**src/ssp_map.svh**
```systemverilog
`ifndef SSP_MAP_SVH
`define SSP_MAP_SVH

`define SSP_DATA_W   16
`define SSP_DEPTH    8
`define SSP_MSG_BITS 8
`define SSP_MSG_GAP  1
`define SSP_RT_BITS  32
`define SSP_TX_LVL   4
`define SSP_RX_LVL   4
`define SSP_FSS_IDLE 1'b1

`endif

```
**src/ssp_pkg.sv**
```systemverilog
`default_nettype none
package ssp_pkg;

	typedef enum logic [1:0] {
		SSP_FMT_SPI    = 2'h0,
		SSP_FMT_FRAMED = 2'h1,
		SSP_FMT_MSG    = 2'h2
	} ssp_fmt_t;

	typedef enum logic [1:0] {
		ST_IDLE  = 2'h0,
		ST_LEAD  = 2'h1,
		ST_SHIFT = 2'h3,
		ST_TAIL  = 2'h2
	} ssp_state_t;

	typedef struct packed {
		logic       enable;
		logic       master;
		ssp_fmt_t   fmt;
		logic [3:0] size_m1;
		logic [7:0] prescale_divisor;
		logic [7:0] serial_clock_rate;
	} ssp_cfg_t;

	typedef struct packed {
		logic tx_svc;
		logic rx_svc;
		logic rx_tmo;
		logic rx_ovr;
	} ssp_irq_t;

endpackage
`default_nettype wire

```
**src/ssp_fifo.sv**
```systemverilog
`default_nettype none
module ssp_fifo #(
	parameter int W     = 16,
	parameter int DEPTH = 8,
	parameter int AW    = $clog2(DEPTH)
) (
	input  wire logic         clk_sys,
	input  wire logic         rst_n,
	input  wire logic         push,
	input  wire logic [W-1:0] push_data,
	input  wire logic         pop,
	output logic      [W-1:0] peek_data,
	output logic      [AW:0]  count,
	output logic              full,
	output logic              empty
);
	logic [W-1:0]  mem_r [DEPTH];
	logic [AW-1:0] wr_ptr_r;
	logic [AW-1:0] rd_ptr_r;
	logic [AW:0]   count_r;
	logic          push_ok;
	logic          pop_ok;

	assign full    = count_r == (AW+1)'(DEPTH);
	assign empty   = count_r == '0;
	assign push_ok = push && !full;
	assign pop_ok  = pop && !empty;
	assign count   = count_r;
	// When empty the read slot is the one written DEPTH writes ago
	assign peek_data = mem_r[rd_ptr_r];

	for (genvar i = 0; i < DEPTH; i++) begin : g_slot
		always_ff @(posedge clk_sys) begin
			if (!rst_n)
				mem_r[i] <= '0;
			else if (push_ok && wr_ptr_r == AW'(i))
				mem_r[i] <= push_data;
		end
	end

	always_ff @(posedge clk_sys) begin
		if (!rst_n) begin
			wr_ptr_r <= '0;
			rd_ptr_r <= '0;
			count_r  <= '0;
		end else begin
			if (push_ok)
				wr_ptr_r <= wr_ptr_r + AW'(1);
			if (pop_ok)
				rd_ptr_r <= rd_ptr_r + AW'(1);
			count_r <= count_r + (AW+1)'(push_ok) - (AW+1)'(pop_ok);
		end
	end
endmodule
`default_nettype wire

```
**src/ssp_top.sv**
```systemverilog
`include "ssp_map.svh"
`default_nettype none
module ssp_top
	import ssp_pkg::*;
#(
	parameter int DEPTH   = `SSP_DEPTH,
	parameter int RT_BITS = `SSP_RT_BITS
) (
	input  wire logic                    clk_sys,
	input  wire logic                    rst_n,
	input  wire ssp_cfg_t                cfg,
	input  wire ssp_irq_t                interrupt_mask_register,
	input  wire logic                    clr_tmo,
	input  wire logic                    clr_ovr,
	input  wire logic                    tx_push,
	input  wire logic [`SSP_DATA_W-1:0]  tx_data,
	output var  logic                    tx_ready_r,
	input  wire logic                    rx_pop,
	output var  logic [`SSP_DATA_W-1:0]  rx_data_r,
	output var  logic                    rx_avail_r,
	output var  ssp_irq_t                raw_interrupt_state_r,
	output var  ssp_irq_t                masked_interrupt_state_r,
	output var  logic                    irq_r,
	output var  logic                    dma_tx_req_r,
	input  wire logic                    serial_bit_clock_in,
	output var  logic                    serial_bit_clock_r,
	output var  logic                    serial_bit_clock_oe_n_r,
	input  wire logic                    frame_select_line_in,
	output var  logic                    frame_select_line_r,
	output var  logic                    frame_select_line_oe_n_r,
	input  wire logic                    serial_in_line,
	output var  logic                    serial_out_line_r,
	output var  logic                    serial_out_line_oe_n_r
);
	localparam int W   = `SSP_DATA_W;
	localparam int AW  = $clog2(DEPTH);
	localparam int RTH = 2 * RT_BITS;
	localparam int RTW = $clog2(RTH + 1);
	localparam logic [4:0]    MSG_SKIP = 5'(`SSP_MSG_BITS + `SSP_MSG_GAP);
	localparam logic [AW:0]   TX_LVL   = (AW+1)'(`SSP_TX_LVL);
	localparam logic [AW:0]   RX_LVL   = (AW+1)'(`SSP_RX_LVL);
	localparam logic [RTW-1:0] RT_END  = RTW'(RTH - 1);

	ssp_state_t     state_r;
	logic [6:0]     psc_cnt_r;
	logic [6:0]     psc_half;
	logic [7:0]     scr_cnt_r;
	logic           pre_tick;
	logic           half_tick;
	logic [1:0]     sclk_s_r;
	logic [1:0]     fss_s_r;
	logic [1:0]     sdi_s_r;
	logic           sclk_d_r;
	logic           fss_d_r;
	logic           master;
	logic           fmt_frm;
	logic           fmt_msg;
	logic           m_tick;
	logic           ev_rise;
	logic           ev_fall;
	logic           samp;
	logic           drive;
	logic           take;
	logic           done;
	logic           start_m;
	logic           start_s;
	logic           load;
	logic           tx_pop;
	logic [4:0]     nbits;
	logic [4:0]     tot;
	logic [4:0]     bit_cnt_r;
	logic [W-1:0]   mask;
	logic [W-1:0]   tx_word;
	logic [W-1:0]   tx_sh_r;
	logic [W-1:0]   rx_sh_r;
	logic [W-1:0]   rx_sh_nxt;
	logic [W-1:0]   hold_r;
	logic           hold_vld_r;
	logic [W-1:0]   tx_peek;
	logic [W-1:0]   rx_peek;
	logic [AW:0]    tx_cnt;
	logic [AW:0]    rx_cnt;
	logic           tx_full;
	logic           tx_empty;
	logic           rx_full;
	logic           rx_empty;
	logic [RTW-1:0] rt_cnt_r;
	logic           rt_hit;
	ssp_irq_t       raw_nxt;
	ssp_irq_t       mis_nxt;

	// Odd divisors lose bit 0, so the full period is always even
	always_comb begin
		psc_half = cfg.prescale_divisor[7:1];
		if (psc_half == 7'h00)
			psc_half = 7'h01;
	end

	assign pre_tick  = psc_cnt_r >= psc_half - 7'h01;
	assign half_tick = pre_tick && scr_cnt_r >= cfg.serial_clock_rate;

	always_ff @(posedge clk_sys) begin
		if (!rst_n || pre_tick)
			psc_cnt_r <= 7'h00;
		else
			psc_cnt_r <= psc_cnt_r + 7'h01;
	end

	always_ff @(posedge clk_sys) begin
		if (!rst_n || half_tick)
			scr_cnt_r <= 8'h00;
		else if (pre_tick)
			scr_cnt_r <= scr_cnt_r + 8'h01;
	end

	// Pin synchronisers; the first stage feeds only the second
	always_ff @(posedge clk_sys) begin
		if (!rst_n) begin
			sclk_s_r <= 2'h0;
			fss_s_r  <= 2'h3;
			sdi_s_r  <= 2'h0;
			sclk_d_r <= 1'b0;
			fss_d_r  <= 1'b1;
		end else begin
			sclk_s_r <= {sclk_s_r[0], serial_bit_clock_in};
			fss_s_r  <= {fss_s_r[0], frame_select_line_in};
			sdi_s_r  <= {sdi_s_r[0], serial_in_line};
			sclk_d_r <= sclk_s_r[1];
			fss_d_r  <= fss_s_r[1];
		end
	end

	assign master  = cfg.master;
	assign fmt_frm = cfg.fmt == SSP_FMT_FRAMED;
	assign fmt_msg = master && cfg.fmt == SSP_FMT_MSG;
	assign m_tick  = master && half_tick;
	assign ev_rise = master ? m_tick && !serial_bit_clock_r
		: sclk_s_r[1] && !sclk_d_r;
	assign ev_fall = master ? m_tick && serial_bit_clock_r
		: !sclk_s_r[1] && sclk_d_r;
	assign samp  = state_r == ST_SHIFT && (fmt_frm ? ev_fall : ev_rise);
	assign drive = state_r == ST_SHIFT && (fmt_frm ? ev_rise : ev_fall);
	assign take  = !fmt_msg || bit_cnt_r >= MSG_SKIP;
	assign nbits = {1'b0, cfg.size_m1} + 5'h01;
	assign tot   = fmt_msg ? nbits + MSG_SKIP : nbits;
	assign done  = samp && bit_cnt_r == tot - 5'h01;
	assign mask  = {W{1'b1}} >> (4'hf - cfg.size_m1);
	// Word is left aligned so the top bit leaves first
	assign tx_word = fmt_msg ? {tx_peek[7:0], 8'h00}
		: tx_peek << (4'hf - cfg.size_m1);
	assign rx_sh_nxt = samp && take ? {rx_sh_r[W-2:0], sdi_s_r[1]}
		: rx_sh_r;

	assign start_m = state_r == ST_IDLE && cfg.enable && m_tick
		&& !tx_empty;
	// A slave starts even with an empty queue and replays the old slot
	assign start_s = state_r == ST_IDLE && cfg.enable && !master
		&& (fmt_frm ? ev_rise && fss_s_r[1]
		: !fss_s_r[1] && fss_d_r);
	assign load   = start_m || start_s;
	assign tx_pop = load && !tx_empty;

	always_ff @(posedge clk_sys) begin
		if (!rst_n) begin
			state_r             <= ST_IDLE;
			bit_cnt_r           <= 5'h00;
			tx_sh_r             <= '0;
			rx_sh_r             <= '0;
			serial_bit_clock_r  <= 1'b0;
			frame_select_line_r <= `SSP_FSS_IDLE;
			serial_out_line_r   <= 1'b0;
		end else begin
			rx_sh_r <= rx_sh_nxt;
			unique case (state_r)
			ST_IDLE: begin
				bit_cnt_r <= 5'h00;
				if (load && fmt_frm) begin
					tx_sh_r <= tx_word;
					state_r <= ST_LEAD;
					if (master) begin
						serial_bit_clock_r  <= 1'b1;
						frame_select_line_r <= 1'b1;
					end
				end else if (load) begin
					tx_sh_r           <= tx_word << 1;
					serial_out_line_r <= tx_word[W-1];
					state_r <= master ? ST_LEAD : ST_SHIFT;
					if (master)
						frame_select_line_r <= 1'b0;
				end else if (master) begin
					// Idle select level follows the chosen format
					frame_select_line_r <= !fmt_frm;
				end
			end
			ST_LEAD: begin
				if (fmt_frm ? ev_fall : m_tick) begin
					serial_bit_clock_r <= 1'b0;
					state_r            <= ST_SHIFT;
				end
			end
			ST_SHIFT: begin
				if (m_tick)
					serial_bit_clock_r <= !serial_bit_clock_r;
				if (drive) begin
					serial_out_line_r <= tx_sh_r[W-1];
					tx_sh_r           <= tx_sh_r << 1;
					if (master && fmt_frm)
						frame_select_line_r <= 1'b0;
				end
				if (samp)
					bit_cnt_r <= bit_cnt_r + 5'h01;
				if (done)
					state_r <= master ? ST_TAIL : ST_IDLE;
				// Slave select released mid-frame abandons the frame
				if (!master && !fmt_frm && fss_s_r[1])
					state_r <= ST_IDLE;
			end
			ST_TAIL: begin
				if (m_tick && serial_bit_clock_r) begin
					serial_bit_clock_r <= 1'b0;
				end else if (m_tick) begin
					frame_select_line_r <= !fmt_frm;
					state_r             <= ST_IDLE;
				end
			end
			endcase
		end
	end

	always_ff @(posedge clk_sys) begin
		if (!rst_n) begin
			serial_bit_clock_oe_n_r  <= 1'b1;
			frame_select_line_oe_n_r <= 1'b1;
			serial_out_line_oe_n_r   <= 1'b1;
		end else begin
			serial_bit_clock_oe_n_r  <= !(cfg.enable && master);
			frame_select_line_oe_n_r <= !(cfg.enable && master);
			serial_out_line_oe_n_r   <= state_r == ST_IDLE && !load;
		end
	end

	// Received word waits one cycle here before entering the queue
	always_ff @(posedge clk_sys) begin
		if (!rst_n) begin
			hold_r     <= '0;
			hold_vld_r <= 1'b0;
		end else begin
			hold_vld_r <= done;
			if (done)
				hold_r <= rx_sh_nxt & mask;
		end
	end

	ssp_fifo #(.W(W), .DEPTH(DEPTH)) u_tx_fifo (
		.clk_sys   (clk_sys),
		.rst_n     (rst_n),
		.push      (tx_push),
		.push_data (tx_data),
		.pop       (tx_pop),
		.peek_data (tx_peek),
		.count     (tx_cnt),
		.full      (tx_full),
		.empty     (tx_empty)
	);

	ssp_fifo #(.W(W), .DEPTH(DEPTH)) u_rx_fifo (
		.clk_sys   (clk_sys),
		.rst_n     (rst_n),
		.push      (hold_vld_r),
		.push_data (hold_r),
		.pop       (rx_pop),
		.peek_data (rx_peek),
		.count     (rx_cnt),
		.full      (rx_full),
		.empty     (rx_empty)
	);

	always_ff @(posedge clk_sys) begin
		if (!rst_n) begin
			tx_ready_r   <= 1'b0;
			rx_avail_r   <= 1'b0;
			rx_data_r    <= '0;
			dma_tx_req_r <= 1'b0;
		end else begin
			tx_ready_r   <= !tx_full;
			rx_avail_r   <= !rx_empty;
			dma_tx_req_r <= tx_empty;
			if (rx_pop && !rx_empty)
				rx_data_r <= rx_peek;
		end
	end

	// Timeout runs on the divider while the link rests with data queued
	always_ff @(posedge clk_sys) begin
		if (!rst_n || state_r != ST_IDLE || rx_empty || rx_pop)
			rt_cnt_r <= '0;
		else if (half_tick && rt_cnt_r != RT_END)
			rt_cnt_r <= rt_cnt_r + RTW'(1);
	end

	assign rt_hit = half_tick && rt_cnt_r == RT_END - RTW'(1);

	always_comb begin
		raw_nxt.tx_svc = tx_cnt <= TX_LVL;
		raw_nxt.rx_svc = rx_cnt >= RX_LVL;
		raw_nxt.rx_tmo = rt_hit
			|| (raw_interrupt_state_r.rx_tmo && !clr_tmo);
		raw_nxt.rx_ovr = (hold_vld_r && rx_full)
			|| (raw_interrupt_state_r.rx_ovr && !clr_ovr);
		mis_nxt = raw_nxt & interrupt_mask_register;
	end

	always_ff @(posedge clk_sys) begin
		if (!rst_n) begin
			raw_interrupt_state_r    <= '0;
			masked_interrupt_state_r <= '0;
			irq_r                    <= 1'b0;
		end else begin
			raw_interrupt_state_r    <= raw_nxt;
			masked_interrupt_state_r <= mis_nxt;
			irq_r                    <= |mis_nxt;
		end
	end

	logic [15:0] gap_r;
	ssp_cfg_t    cfg_q_r;
	logic        div_ok_r;

	always_ff @(posedge clk_sys) begin
		if (!rst_n || half_tick)
			gap_r <= 16'h0000;
		else
			gap_r <= gap_r + 16'h0001;
	end

	// Divider checks skip the first half tick after a config change
	always_ff @(posedge clk_sys) begin
		cfg_q_r <= cfg;
		if (!rst_n || cfg != cfg_q_r)
			div_ok_r <= 1'b0;
		else if (half_tick)
			div_ok_r <= 1'b1;
	end
endmodule
`default_nettype wire

```
**config.mk**
```make
export PLATFORM = sky130hd
export DESIGN_NAME = ssp_top
export DESIGN_NICKNAME = d
export VERILOG_FILES = /design/src/ssp_pkg.sv /design/src/ssp_fifo.sv /design/src/ssp_top.sv
export VERILOG_INCLUDE_DIRS = /design/src
export SDC_FILE = /design/constraint.sdc
export NUM_CORES = 1
export LEC_CHECK = 0
export BUFFER_PORTS_ARGS = -buffer_cell sky130_fd_sc_hd__buf_2
export CAP_MARGIN = 20
export CORE_MARGIN = 1.5
export CORE_UTILIZATION = 25
export DETAILED_ROUTE_END_ITERATION = 7
export PLACE_DENSITY_LB_ADDON = 0.05
export SYNTH_ARGS = -nofsm -noshare
export SYNTH_HDL_FRONTEND = slang
export SYNTH_SLANG_ARGS = --single-unit
```
**constraint.sdc**
```tcl
create_clock -name clk_sys -period 8.3 [get_ports clk_sys]
set_input_delay 1.66 -clock clk_sys [delete_from_list [all_inputs] [get_ports clk_sys]]
set_output_delay 1.66 -clock clk_sys [all_outputs]
set_load 0.005 [all_outputs]
```
# After elaboration in Yosys (flattened, before gate mapping)
# Memory sizes are Yosys's and may differ from the RTL's. A register that Yosys moved wholly into a read port is not among the register bits.
# Index checks and enable logic that the tools add are counted.
[op_classes] add_sub_neg=17 magnitude_cmp=5 n_eq_ne=38 shift=2 muxes=112 bitwise_logic=18 reduce_logical=92
[ops] operator="two-way mux 16 bit" count=21
[ops] operator="two-way mux 1 bit" count=71
[ops] operator="logical AND 1 bit" count=50
[ops] operator="case mux 16 bit (2 select lines)" count=1
[ops] operator="== test 3 bit, second input constant" count=8
[ops] operator="inequality test 2 bit, second input constant" count=11
[ops] operator="two-way mux 2 bit" count=9
[ops] operator="zero test 1 bit" count=17
[ops] operator="AND 16 bit" count=1
[ops] operator="OR 1 bit" count=16
[ops] operator="left shift 16 x 4 -> 16 bit" count=1
[ops] operator=">> shifter 16 x 4 -> 16 bit, first input constant" count=1
[ops] operator="adder 7 x 1 -> 7 bit, second input constant" count=2
[ops] operator="adder 3 x 1 -> 3 bit, second input constant" count=4
[ops] operator="== test 3 x 2 -> 1 bit, second input constant" count=4
[ops] operator="two-way mux 5 bit" count=2
[ops] operator="case mux 5 bit (2 select lines)" count=1
[ops] operator="AND reduction 5 bit" count=2
[ops] operator="logical OR 1 bit" count=9
[ops] operator="adder 4 x 1 -> 4 bit" count=2
[ops] operator="adder 8 x 1 -> 8 bit, second input constant" count=1
[ops] operator="== test 4 bit, second input constant" count=2
[ops] operator="greater-or-equal comparator 8 bit" count=1
[ops] operator="zero test 4 bit" count=2
[ops] operator="37 further kinds" count=45
[totals] ff_bits=123 ram_bits=256 in_bits=53 output_inout_bits=34 word_cells=323 memories=2
[mem_list] name="u_rx_fifo.mem_r" words=8 word_bits=16 read_ports=1 rd_clocked_by_memory_dff=1 write_ports=8 line_no="ssp_fifo.sv:17" text="logic [W-1:0] mem_r [DEPTH];"
[mem_list] name="u_tx_fifo.mem_r" words=8 word_bits=16 read_ports=1 rd_clocked_by_memory_dff=1 write_ports=8 line_no="ssp_fifo.sv:17"

# Depth between registers and ports, before layout
[depth] depth_word=16 mapped_depth=22

# By module
# From an unflattened synthesis, not the netlist that was laid out.
[unflattened] hier_cells=1623 area_unflattened_um2=19462.4
[by_module_without_submodules] mod="ssp_fifo (u_tx_fifo)" n_inst=1 cells_each=439 area_per_inst_um2=6506.2 seq_area_each_um2=4103.9
[by_module_without_submodules] mod="ssp_top" n_inst=1 cells_each=745 area_per_inst_um2=6487.5 seq_area_each_um2=2382.3
[by_module_without_submodules] mod="ssp_fifo (u_rx_fifo)" n_inst=1 cells_each=439 area_per_inst_um2=6468.7 seq_area_each_um2=4103.9

# Least setup slack after synthesis
# No wires, ideal clock.
[synth_path] path_kind="input-to-reg" startpoint="in cfg[10] in the netlist's numbering" endpoint="reg tx_sh_r[8]" setup_time_ps=127 arrival_ps=5306 setup_slack_ps=2867 stages=21 n_path_buf=4 cell_sequence="nor4_1 -> a21oi_1 -> ha_1 -> xnor2_1 -> ha_1 -> a21o_1 -> a31oi_1 -> o21ai_1 -> a21o_1 -> buf_2 -> a31oi_1 -> inv_1 -> ha_1 -> clkbuf_1 -> inv_1 -> nand2_1 -> a311o_1 -> nor4b_1 -> clkbuf_1 -> buf_2 -> o22ai_1"
[synth_via] elab_chain_len=15
[synth_rtl] element="start, declared" line_no="ssp_top.sv:11" text="input wire ssp_cfg_t cfg,"
[synth_rtl] element="zero test 7 bit" line_no="ssp_top.sv:95" text="if (psc_half == 7'h00)"
[synth_rtl] element="two-way mux 7 bit *" line_no="ssp_top.sv:95"
[synth_rtl] element="subtractor 7 x 1 -> 7 bit *" line_no="ssp_top.sv:99" text="assign pre_tick = psc_cnt_r >= psc_half - 7'h01;"
[synth_rtl] element="greater-or-equal comparator 7 bit *" line_no="ssp_top.sv:99"
[synth_rtl] element="logical AND 1 bit *" line_no="ssp_top.sv:100" text="assign half_tick = pre_tick && scr_cnt_r >= cfg.serial_clock_rate;"
[synth_rtl] element="logical AND 1 bit *" line_no="ssp_top.sv:136" text="assign m_tick = master && half_tick;"
[synth_rtl] element="logical AND 1 bit" line_no="ssp_top.sv:137" text="assign ev_rise = master ? m_tick && !serial_bit_clock_r"
[synth_rtl] element="two-way mux 1 bit" line_no="ssp_top.sv:137"
[synth_rtl] element="logical AND 1 bit" line_no="ssp_top.sv:158" text="&& (fmt_frm ? ev_rise && fss_s_r[1]"
[synth_rtl] element="two-way mux 1 bit" line_no="ssp_top.sv:158"
[synth_rtl] element="logical AND 1 bit" line_no="ssp_top.sv:158"
[synth_rtl] element="logical OR 1 bit" line_no="ssp_top.sv:160" text="assign load = start_m || start_s;"
[synth_rtl] element="logical AND 1 bit" line_no="ssp_top.sv:177" text="if (load && fmt_frm) begin"
[synth_rtl] element="inequality test 3 bit (no source line) or two-way mux 16 bit (tied branches)"
[synth_rtl] element="AND reduction 3 bit (no source line) or case mux 16 bit (2 select lines) (tied branches)"
[synth_rtl] element="end signal, assigned" line_no="ssp_top.sv:178" text="tx_sh_r <= tx_word;"
[synth_rtl] element="end signal, assigned" line_no="ssp_top.sv:185" text="tx_sh_r <= tx_word << 1;"
[synth_rtl] element="end signal, assigned" line_no="ssp_top.sv:206" text="tx_sh_r <= tx_sh_r << 1;"
[synth_rtl] element="end, declared" line_no="ssp_top.sv:74" text="logic [W-1:0] tx_sh_r;"
# Every way passes the cells marked *; elsewhere a longest branch is shown, timed or not.
# A chain may end at the register's enable or synchronous reset.

# Worst setup path after layout
[layout_path] startpoint="in cfg[10] in the netlist's numbering" endpoint="reg tx_sh_r[10]"
# Same word-level chain as after synthesis.

==> results by group <==
Outcome
  – Status: finished, final reports clean

STA
  – Fmax: 0.1625 GHz
  – Endpoints failing setup: 0
  – Final min period: 6154 ps
  – Final Skew: 33.57 ps
  – Slew Limit Fails: 0
  – Unrepaired setup endpoints after global routing: false
  – Tcrit/Tclk final: 0.7415
  – Worst Tran Pin Value: 1072 ps
  – Setup tns final: 0 ps
  – Fin. Hold Viols: 0
  – Max_slew headroom: 0.2856
  – Final setup margin: 2146 ps

Worst setup path
  – R2r setup slk: 3570 ps
  – Endpoint class of the critical path: flop
  – Slowest cell delay on critical path: 640 ps
  – CP max FO: 31
  – RR Endpoint: tx_sh_r[10]
  – Register-to-Register Path Depth: 16
  – Worst r2r src: scr_cnt_r[0]
  – Critical Path AT: 6640 ps
  – Critical Path, Cell by Cell: buf_2 > nor4_1 > a21oi_1 > ha_1 > xnor2_1 > ha_1 > a21o_1 > a31oi_1 > o21ai_1 > a21o_1 > a31oi_1 > inv_1 > ha_1 > inv_1 > nand2_1 > a311o_1 > nor4b_2 > buf_4 > mux2i_1 > a41o_1
  – Startpoint Class: primary input
  – Max stage delay cell, worst path: ha_1
  – Critical Path RT: 8780 ps
  – CP dominant cell by count: ha_1
  – Crit path kind: in2reg

Logic synthesis
  – Yosys top cell by area: edfxtp_1
  – Seq/Total Area, Yosys: 0.5469
  – Synth warnings: 0
  – Synth top area cells: edfxtp_1 40%, dfxtp_1 15%, mux4_2 8.1%
  – Post-synth net total: 1746
  – Main synth FF type: edfxtp_1
  – Ys async rst share: 0
  – Synthesized area: 0.01925 mm^2
  – Most common cell in the netlist: edfxtp_1
  – Post-Syn Instances: 1631
  – Synth Area per Inst: 11.81 um^2
  – Top cell type's share of synthesized area: 0.3992
  – EDFF count, synth: 256
  – Most frequent cells after synthesis: 256 x edfxtp_1, 190 x and2_1, 160 x nor2_1
  – Seq cells post-synth: 398
  – Distinct cells, synth: 72

Clocking
  – Skew-Pair Late Insertion Delay: 620 ps
  – Root buffer cell: clkbuf_16
  – Setup Buffers After CTS: 0
  – TritonCTS Buffers: 50
  – TritonCTS clock tree: yes
  – Clock tree buffer depth: 3
  – CTS Hold Buffers Added: 0
  – Reg clk slew, reported paths: 50 ps
  – Clock H-tree levels: 2
  – Post-CTS sizing: 0
  – Clk sinks: 398

Floorplanning
  – Die area: 0.07869 mm^2
  – Core area: 0.07608 mm^2
  – Die height: 280.5 um
  – Num rows: 101
  – Initial Util: 0.2531
  – IO Count: 87
  – Die Wd: 280.5 um

Drt
  – Final wirelength: 55520 um
  – Vias: 12460
  – DRC: 0
  – Pre-Repair DR Iteration Count: 5
  – Post-route ant nets: 0
  – Starting DRC count in detailed routing: 748
  – Vias per inst: 4.515
  – WL/cell: 20.12 um

Layout
  – Final instance area: 0.02232 mm^2
  – Final #Nets: 1804
  – Non-filler cells, final: 2760
  – Antenna cells: 0
  – Area Overhead vs Synth: 15.93%
  – Layout cells sized above 1: 0.1659

Worst hold path
  – Hold crit path type: reg2reg
  – Hold Path End: rt_cnt_r[6]
  – Hold Path Depth: 2
  – Hold Startpoint: rt_cnt_r[6]

Job
  – Max Cap Violations: 0

Placement
  – Setup WS pre-CTS: 1575 ps
  – I/O Buffers: 85
  – Detailed Place HPWL: 35340 um
  – GPL Wtd Cong: 0.7759
  – Placed cells: 2666
  – Cell area after placement: 0.02071 mm^2

GRT
  – GRT overflow: 0
  – Vias in the first global route: 12730
  – GR Util All Layers: 0.1417
  – First-pass GRT wire length: 83170 um
  – Initial antenna violation count: 3
  – Largest net degree at the start of global routing: 58

Pwr
  – Worst VDD drop: 138.0 uV
  – Psw: 1.631 mW
  – Clock power frac: 0.384
  – P per Cell Area: 249.8 mW/mm^2
  – Leak pwr: 8.521 nW
  – Cell Int Power: 3.946 mW
  – Sequential share of power: 0.422
  – Comb power frac: 0.194
  – Sw Ratio: 0.2924
registers in the layout, indices dropped and copies added, names as in the netlist, 4 cells and up, named ones only:
register and count:
tx_sh_r 16, raw_interrupt_state_r 4, rt_cnt_r 7, u_tx_fifo.mem_r 128
u_tx_fifo.count 4, bit_cnt_r 5, masked_interrupt_state_r 4, u_rx_fifo.count 4
rx_data_r 16, rx_sh_r 16, u_rx_fifo.mem_r 128, hold_r 16
psc_cnt_r 7, scr_cnt_r 8
per-layer routing:
layer | up-vias | global-route usage | share of wire
li1 | 6022 | - | -
met1 | 6149 | 0.1842 | 0.45
met2 | 211 | 0.2434 | 0.49
met3 | 77 | 0.02265 | 0.036
met4 | 2 | 0.03687 | 0.021
met5 | - | 0 | 0.00023
kinds of logic (layout without fill, tap and decap cells):
kind of cell             Yosys count  count (layout)  synth area share
XOR/XNOR                          45              45           0.02047
adder cells (fa/ha/maj)           62              62           0.04107
AO/OA/AOI/OAI                    198             198           0.06836
multiplexers                     143             143            0.1218
AND/OR/NAND/NOR                  625             625            0.1668
buffers and inverters            160             259           0.03463
flip-flops                       398             398            0.5469
worst max path at each step:
stage                 start     endpoint  slack, ps  cells after the start
finish              cfg[10]  tx_sh_r[10]       2150                     20
CTS                 cfg[10]  tx_sh_r[10]       2220                     20
detailed placement  cfg[10]  tx_sh_r[10]       1570                     21
global placement    cfg[10]  tx_sh_r[10]       1620                     21
floorplan           cfg[10]   tx_sh_r[8]       2870                     21
global route        cfg[10]  tx_sh_r[12]       1550                     20
critical path: cells and delay by family:
kind	cells	cell delay, ps
AO/OA/AOI/OAI	8	1650
XOR/XNOR	1	140
adder cells (fa/ha/maj)	3	1200
buffers and inverters	4	990
multiplexers	1	120
AND/OR/NAND/NOR	3	820
cells in the final DEF, fill, tap and decap left out, types with 7 or more instances in the layout:
master     count
buf_4         19
clkbuf_16     50
nand2_1      116
dfxtp_1      140
nor2_1       160
mux2i_1       48
buf_2         84
clkinv_1      11
nor3_1        14
clkbuf_1       8
o22ai_1       15
a31oi_1        9
a211oi_1      24
clkinv_2      13
o211ai_1      14
xnor2_1       24
inv_1         60
edfxtp_1     256
and3_1        61
a21o_1         7
xor2_1        21
ha_1          60
and2_1       190
nand2b_1      10
mux4_2        69
a21oi_1       46
o21ai_0       32
mux2_2        23
nand3_1       37
power groups by stage:
stage | Combinational (mW) | Sequential [mW] | Clock, mW
2_1_floorplan | 0.734 | 2.38 | 0
3_3_place_gp | 1.10 | 2.39 | 0
3_5_place_dp | 1.11 | 2.40 | 0
4_1_cts | 1.11 | 2.36 | 2.23
5_1_grt | 1.21 | 2.37 | 2.30
6_report | 1.08 | 2.35 | 2.14
cell type report:
cell class | instances | area [um^2]
multi-input cells | 1073 | 8077
fillers | 7843 | 53750
inverters | 61 | 229.0
well taps | 1030 | 1289
clock buffers | 64 | 1364
clock inverters | 29 | 236.5
repair buffers | 105 | 593.1
flip-flops and latches | 398 | 10540
per-stage QoR:
step	hold slack (ps)	utilization	power, mW
global route	452.7	0.2934	5.882
CTS	430.4	0.2932	5.695
detailed placement	419.1	0.2722	3.503
floorplan	386.3	-	3.118
global placement	414.5	0.2720	3.496
finish	430.3	0.2934	5.577
Power figures use the tool's default switching activity.
